### config.mk
export PLATFORM = sky130hd
export DESIGN_NAME = flash_host
export DESIGN_NICKNAME = d
export VERILOG_FILES = /design/src/rtl/flash_host.v
export VERILOG_INCLUDE_DIRS = /design/src /design/src/rtl
export SDC_FILE = /design/constraint.sdc
export NUM_CORES = 1
export LEC_CHECK = 0
export ABC_AREA = 1
export BUFFER_PORTS_ARGS = -buffer_cell sky130_fd_sc_hd__buf_2
export CORE_MARGIN = 2
export CORE_UTILIZATION = 54
export CTS_CLUSTER_DIAMETER = 80
export DETAILED_ROUTE_END_ITERATION = 6
export HOLD_SLACK_MARGIN = 0.05
export PLACE_DENSITY_LB_ADDON = 0.1
export SLEW_MARGIN = 10
export SYNTH_ARGS = -nofsm -noshare
export SYNTH_HDL_FRONTEND = slang
export SYNTH_SLANG_ARGS = --single-unit
### constraint.sdc
create_clock -name clk_in -period 2.7 [get_ports clk_in]
set_clock_uncertainty 0.1 [all_clocks]
set_input_delay 0.27 -clock clk_in [delete_from_list [all_inputs] [get_ports clk_in]]
set_output_delay 0.27 -clock clk_in [all_outputs]
set_load 0.1 [all_outputs]
### src/rtl/flash_host_defs.vh
`ifndef FLASH_HOST_DEFS_VH
`define FLASH_HOST_DEFS_VH
// Command cycle addresses and data
`define UNLOCK1_ADDR     17'h00555
`define UNLOCK2_ADDR     17'h002AA
`define UNLOCK1_DATA     8'hAA
`define UNLOCK2_DATA     8'h55
`define RESET_DATA       8'hF0
`define AUTOSEL_DATA     8'h90
`define PROGRAM_DATA     8'hA0
// Autoselect low address bytes
`define AS_MAKER_ADDR    8'h00
`define AS_PART_ADDR     8'h01
`define AS_PROT_ADDR     8'h02
// Sector number position in the address
`define SECTOR_LSB       14
// Operation codes on op_in
`define OP_READ          3'h0
`define OP_RESET         3'h1
`define OP_AUTOSEL       3'h2
`define OP_PROGRAM       3'h3
`define OP_AS_READ       3'h4
// Strobe phase timing in cycles
`define SETUP_CYCLES     4'h2
`define PULSE_CYCLES     4'h2
`define HOLD_CYCLES      4'h2
`define READ_CYCLES      4'h3
// Write cycles in each sequence
`define RESET_WRITES     3'h1
`define AUTOSEL_WRITES   3'h3
`define PROGRAM_WRITES   3'h4
// Address bit held low on identification reads
`define SEL_FIXED_BIT    6
`endif

### src/rtl/flash_host.v
// Overview of operation
// - High-voltage path: select pin, fixed low, low bits; flash_host uses the autoselect command instead, with bit 6 held low
// - Write only with select, write low, output high
// - Host issues reset after limit flag or autoselect; flash_host sends it only when op_in requests OP_RESET
// - Byte program takes four write cycles
`include "flash_host_defs.vh"

module flash_host #(
    parameter ADDR_W = 17,
    parameter DATA_W = 8
) (
    input  wire              clk_in,
    input  wire              reset_in,
    input  wire              op_valid_in,
    input  wire [2:0]        op_in,
    input  wire [ADDR_W-1:0] op_addr_in,
    input  wire [DATA_W-1:0] op_data_in,
    input  wire              busy_in,
    input  wire [DATA_W-1:0] byte_lines_in,
    output wire              op_ready_out,
    output reg               done_out,
    output reg  [DATA_W-1:0] rdata_out,
    output reg  [ADDR_W-1:0] addr_out,
    output reg  [DATA_W-1:0] byte_lines_out,
    output reg               byte_lines_oe_n_out,
    output reg               ce_n_out,
    output reg               oe_n_out,
    output reg               we_n_out
);

////////////////////////////////////////////////////////////////////////////////
localparam ST_IDLE   = 3'h0;
localparam ST_SETUP  = 3'h1;
localparam ST_PULSE  = 3'h2;
localparam ST_HOLD   = 3'h3;
localparam ST_READ   = 3'h4;
localparam ST_BUSY   = 3'h5;

reg [2:0]        state_q;
reg [2:0]        op_q;
reg [2:0]        cyc_q;
reg [2:0]        ncyc_q;
reg [3:0]        cnt_q;
reg [ADDR_W-1:0] taddr_q;
reg [DATA_W-1:0] tdata_q;
reg [ADDR_W-1:0] ca;
reg [DATA_W-1:0] cd;

assign op_ready_out = (state_q == ST_IDLE);

////////////////////////////////////////////////////////////////////////////////
// Identification reads keep the selector-fixed bit low, so the code
// choice rests on the lowest address bits alone
wire [ADDR_W-1:0] rd_addr;

genvar gi;
generate
    for (gi = 0; gi < ADDR_W; gi = gi + 1) begin : g_rd_addr
        if (gi == `SEL_FIXED_BIT) begin : g_fixed
            assign rd_addr[gi] = taddr_q[gi] & (op_q != `OP_AS_READ);
        end else begin : g_pass
            assign rd_addr[gi] = taddr_q[gi];
        end
    end
endgenerate

// Address and data of the current cycle of a sequence
always @* begin
    ca = taddr_q;
    cd = tdata_q;
    if (op_q == `OP_RESET) begin
        ca = taddr_q;
        cd = `RESET_DATA;
    end else if (op_q == `OP_AUTOSEL || op_q == `OP_PROGRAM) begin
        case (cyc_q)
            3'h0: begin
                ca = `UNLOCK1_ADDR;
                cd = `UNLOCK1_DATA;
            end
            3'h1: begin
                ca = `UNLOCK2_ADDR;
                cd = `UNLOCK2_DATA;
            end
            3'h2: begin
                ca = `UNLOCK1_ADDR;
                cd = (op_q == `OP_AUTOSEL) ? `AUTOSEL_DATA : `PROGRAM_DATA;
            end
            default: begin
                ca = taddr_q;
                cd = tdata_q;
            end
        endcase
    end
end

////////////////////////////////////////////////////////////////////////////////
// Select and write drop together and rise together, so the device's
// later-fall and first-rise capture points coincide with stable bus values
always @(posedge clk_in or posedge reset_in) begin
    if (reset_in) begin
        state_q             <= ST_IDLE;
        op_q                <= 3'h0;
        cyc_q               <= 3'h0;
        ncyc_q              <= 3'h0;
        cnt_q               <= 4'h0;
        taddr_q             <= {ADDR_W{1'b0}};
        tdata_q             <= {DATA_W{1'b0}};
        done_out            <= 1'b0;
        rdata_out           <= {DATA_W{1'b0}};
        addr_out            <= {ADDR_W{1'b0}};
        byte_lines_out      <= {DATA_W{1'b0}};
        byte_lines_oe_n_out <= 1'b1;
        ce_n_out            <= 1'b1;
        oe_n_out            <= 1'b1;
        we_n_out            <= 1'b1;
    end else begin
        done_out <= 1'b0;
        case (state_q)
            ST_IDLE: begin
                if (op_valid_in) begin
                    op_q    <= op_in;
                    taddr_q <= op_addr_in;
                    tdata_q <= op_data_in;
                    cyc_q   <= 3'h0;
                    cnt_q   <= 4'h0;
                    // Unknown codes fall back to a plain read
                    case (op_in)
                        `OP_RESET:   ncyc_q <= `RESET_WRITES;
                        `OP_AUTOSEL: ncyc_q <= `AUTOSEL_WRITES;
                        `OP_PROGRAM: ncyc_q <= `PROGRAM_WRITES;
                        default:     ncyc_q <= 3'h0;
                    endcase
                    if (op_in == `OP_RESET || op_in == `OP_AUTOSEL ||
                        op_in == `OP_PROGRAM)
                        state_q <= ST_SETUP;
                    else
                        state_q <= ST_READ;
                end
            end
            ST_SETUP: begin
                addr_out            <= ca;
                byte_lines_out      <= cd;
                byte_lines_oe_n_out <= 1'b0;
                oe_n_out            <= 1'b1;
                cnt_q               <= cnt_q + 4'h1;
                if (cnt_q == `SETUP_CYCLES - 4'h1) begin
                    cnt_q    <= 4'h0;
                    ce_n_out <= 1'b0;
                    we_n_out <= 1'b0;
                    state_q  <= ST_PULSE;
                end
            end
            ST_PULSE: begin
                cnt_q <= cnt_q + 4'h1;
                if (cnt_q == `PULSE_CYCLES - 4'h1) begin
                    cnt_q    <= 4'h0;
                    ce_n_out <= 1'b1;
                    we_n_out <= 1'b1;
                    state_q  <= ST_HOLD;
                end
            end
            ST_HOLD: begin
                cnt_q <= cnt_q + 4'h1;
                if (cnt_q == `HOLD_CYCLES - 4'h1) begin
                    cnt_q               <= 4'h0;
                    byte_lines_oe_n_out <= 1'b1;
                    cyc_q               <= cyc_q + 3'h1;
                    if (cyc_q + 3'h1 != ncyc_q)
                        state_q <= ST_SETUP;
                    else if (op_q == `OP_PROGRAM)
                        state_q <= ST_BUSY;
                    else begin
                        done_out <= 1'b1;
                        state_q  <= ST_IDLE;
                    end
                end
            end
            ST_READ: begin
                // Autoselect reads use sector in upper bits, code in low byte
                addr_out            <= rd_addr;
                byte_lines_oe_n_out <= 1'b1;
                ce_n_out            <= 1'b0;
                oe_n_out            <= 1'b0;
                we_n_out            <= 1'b1;
                cnt_q               <= cnt_q + 4'h1;
                if (cnt_q == `READ_CYCLES - 4'h1) begin
                    cnt_q     <= 4'h0;
                    rdata_out <= byte_lines_in;
                    ce_n_out  <= 1'b1;
                    oe_n_out  <= 1'b1;
                    done_out  <= 1'b1;
                    state_q   <= ST_IDLE;
                end
            end
            ST_BUSY: begin
                // No writes while programming; they would be ignored anyway
                if (!busy_in) begin
                    done_out <= 1'b1;
                    state_q  <= ST_IDLE;
                end
            end
            default: state_q <= ST_IDLE;
        endcase
    end
end

endmodule // flash_host

==> load_flow_metrics.sql <==
INSERT INTO impl_metrics (metric_group, metric, value, unit) VALUES
('outcome', 'result_of_the_run', 'finished, final reports clean', ''),
('yosys', 'synth.yosys.seq_area_share', '54.5', '%'),
('critical_path', 'critical_path_peak_fanout', '6', ''),
('drt', 'antenna_violating_nets_post_route', '0', ''),
('run', 'max_cap_violation_count', '0', ''),
('timing', 'post-route-period-util', '75.7', '%'),
('timing', 'maxSlewHeadroom', '67.2', '%'),
('cts', 'insertion_delay', '0.35', 'ns'),
('critical_path', 'r2r-start', 'cyc_q[0]', ''),
('grt', 'grt_pass1_wl', '14300', 'um'),
('critical_path', 'worst-r2r-cell-count', '7', ''),
('finish', 'post_route_cells_drive_above_1_share', '22.1', '%'),
('critical_path', 'arrival', '1.67', 'ns'),
('finish', 'n_antenna_cell', '0', ''),
('yosys', 'avgSynthCellArea', '8.10', 'um^2'),
('die', 'rows', '29', ''),
('place', 'placement.io_buffers', '78', ''),
('hold_path', 'timing.hold.worst_path_depth', '3', ''),
('critical_path', 'worst_setup_sp', 'state_q[0]', ''),
('cts', 'post_cts_resized', '0', ''),
('critical_path', 'critPathMaxStageDelay', '0.47', 'ns'),
('drt', 'detailedRoute.firstIterationViolations', '145', ''),
('grt', 'grt_start_max_net_pins', '80', ''),
('drt', 'avgViaCountPerCell', '5.05', ''),
('cts', 'tritoncts.num_buffers', '9', ''),
('critical_path', 'worstPathBufferInverterCount', '2', ''),
('critical_path', 'crit_path_category', 'reg -> out', ''),
('cts', 'cts-htree-levels', '3', ''),
('critical_path', 'crit_path_end_kind', 'output port', ''),
('hold_path', 'min-delay-path-class', 'in -> reg', ''),
('yosys', 'number_of_synthesized_flops_with_an_enable_pin', '0', ''),
('grt', 'grt_util_all_layers', '24.8', '%'),
('drt', 'drc', '0', ''),
('die', 'initial_core_util', '56.6', '%'),
('critical_path', 'critical_path.startpoint_type', 'flop', ''),
('timing', 'final_number_of_max_transition_violations', '0', ''),
('grt', 'first_global_vias', '3159', ''),
('cts', 'clkSinkCount', '79', ''),
('yosys', 'synth_top_area_cell', 'dfrtp_1', ''),
('yosys', 'syn_inst', '449', ''),
('yosys', 'flop_and_latch_count_out_of_synthesis', '79', ''),
('drt', 'routed_wirelength', '8500', 'um'),
('timing', 'rsz0062_at_grt', 'no', ''),
('yosys', 'synth_warnings', '0', ''),
('drt', 'drtPass1Iterations', '5', ''),
('die', 'horizontal_die_dimension', '86.1', 'um'),
('place', 'gp_routability_congestion', '0.849', ''),
('timing', 'totalNegativeSetupSlack', '0', 'ns'),
('critical_path', 'timing.critical_path.max_delay_family', 'buffers and inverters', ''),
('critical_path', 'cp_data_required_time', '2.33', 'ns'),
('yosys', 'synth-main-ff-cell', 'dfrtp_1', ''),
('timing', 'timing_hold_violations_final', '0', ''),
('grt', 'grt_overflow', '0', ''),
('yosys', 'async_flop_share', '100', '%'),
('yosys', 'ys_types', '30', ''),
('yosys', 'synth.top_cells.by_area', 'dfrtp_1 (52%), nand2_1 (19%), inv_1 (4.0%)', ''),
('critical_path', 'capture_point_of_the_worst_path', 'op_ready_out', ''),
('yosys', 'synthesis.nets', '493', ''),
('die', 'chipHeight', '86.1', 'um'),
('finish', 'final_common_cell', 'nand2_1', ''),
('finish', 'final_layout_net_count', '609', ''),
('critical_path', 'cpMaxStageDelayCell', 'dfrtp_1', ''),
('critical_path', 'worst_setup_slack_for_register_to_register_paths', '0.81', 'ns'),
('drt', 'num_vias', '3270', ''),
('cts', 'cts_post_setup_buffers_inserted', '0', ''),
('yosys', 'synth.top_cell.area_share', '51.6', '%'),
('critical_path', 'cp.depth', '4', ''),
('yosys', 'post_synthesis_instance_area', '3640', 'um^2'),
('die', 'io_pins', '79', ''),
('cts', 'worst_setup_hold_path_clk_slew', '0.08', 'ns'),
('timing', 'worst_max_slew_pin_slew', '0.495', 'ns');
[sequential cells by signal, summed over array words and instances, names as in the netlist]
register / cells
oe_n_out: 1
we_n_out: 1
cnt_q: 4
ce_n_out: 1
taddr_q: 17
cyc_q: 3
byte_lines_out: 8
addr_out: 17
ncyc_q: 3
done_out: 1
op_q: 3
rdata_out: 8
tdata_q: 8
state_q: 3
byte_lines_oe_n_out: 1
[layer usage]
metal | global-route usage (%) | share of wire (%)
met3 | 4.62 | 4.4
met4 | 8.37 | 1.4
met1 | 31.3 | 44
met2 | 42.8 | 50
met5 | 0 | 0
[worst register-to-register path: stages (launching register included)]
cell	delay, ns
dfrtp_1	0.43
inv_1	0.10
ha_1	0.23
o21ai_0	0.21
nor2_1	0.10
nand2_1	0.34
nand2_1	0.14
a21oi_2	0.17
[cell type report]
class	instances	area (um^2)	area share, %
Sequential cell	79	1980	42.5
Inverter	46	174	3.73
Tap cell	77	96.3	2.07
Timing Repair Buffer	114	756	16.2
Multi-Input combinational cell	315	1430	30.6
Clock buffer	9	124	2.66
Clock inverter	7	101	2.18
[per-stage QoR]
| stage | setup slack [ns] | util [%] | std cells | cell area [um^2] |
|---|---|---|---|---|
| finish | 0.657 | 72.5 | 647 | 4660 |
| CTS | 0.649 | 72.5 | 647 | 4660 |
| detailed placement | 0.818 | 63.9 | 598 | 4100 |
| global route | 0.558 | 72.5 | 647 | 4660 |
| floorplan | 0.313 | - | 449 | 3640 |
| global placement | 0.865 | 63.9 | 598 | 4100 |
[worst min path at each step]
| stage | end | startpoint | slack (ns) |
|---|---|---|---|
| after floorplan | taddr_q[6] | op_addr_in[6] | 0.29 |
| after global placement | rdata_out[4] | reset_in | 0.29 |
| after detailed placement | rdata_out[0] | reset_in | 0.29 |
| after CTS | taddr_q[2] | op_addr_in[2] | 0.06 |
| after global routing | taddr_q[2] | op_addr_in[2] | 0.08 |
| final | op_q[2] | op_in[2] | 0.07 |
[Yosys cell counts (4+ instances only)]
master / n
inv_2: 7
a21oi_1: 7
inv_1: 39
buf_2: 6
a21oi_2: 5
dfstp_2: 4
ha_1: 4
o21ai_0: 27
nor2_1: 27
nand3_1: 27
dfrtp_1: 75
o21ai_1: 4
nand2_1: 188
[what timing repair did]
item | in CTS | in global routing
endpoints found under the hold margin | 107 | 0
hold buffers | 33 | 0
setup endpoints to repair | 0 | 0
[cell families (layout without fill, tap and decap cells)]
logic type / Yosys count / after routing / synth area share, %
simple gates: 260 / 260 / 29.8
buf+inv: 55 / 176 / 6.30
fa+ha+maj: 4 / 4 / 1.38
compound gates: 51 / 51 / 8.05
flops: 79 / 79 / 54.5
Power is left out: the tool's default activity adds up to more than one toggle a clock period on the data nets, which glitch-free logic cannot reach.
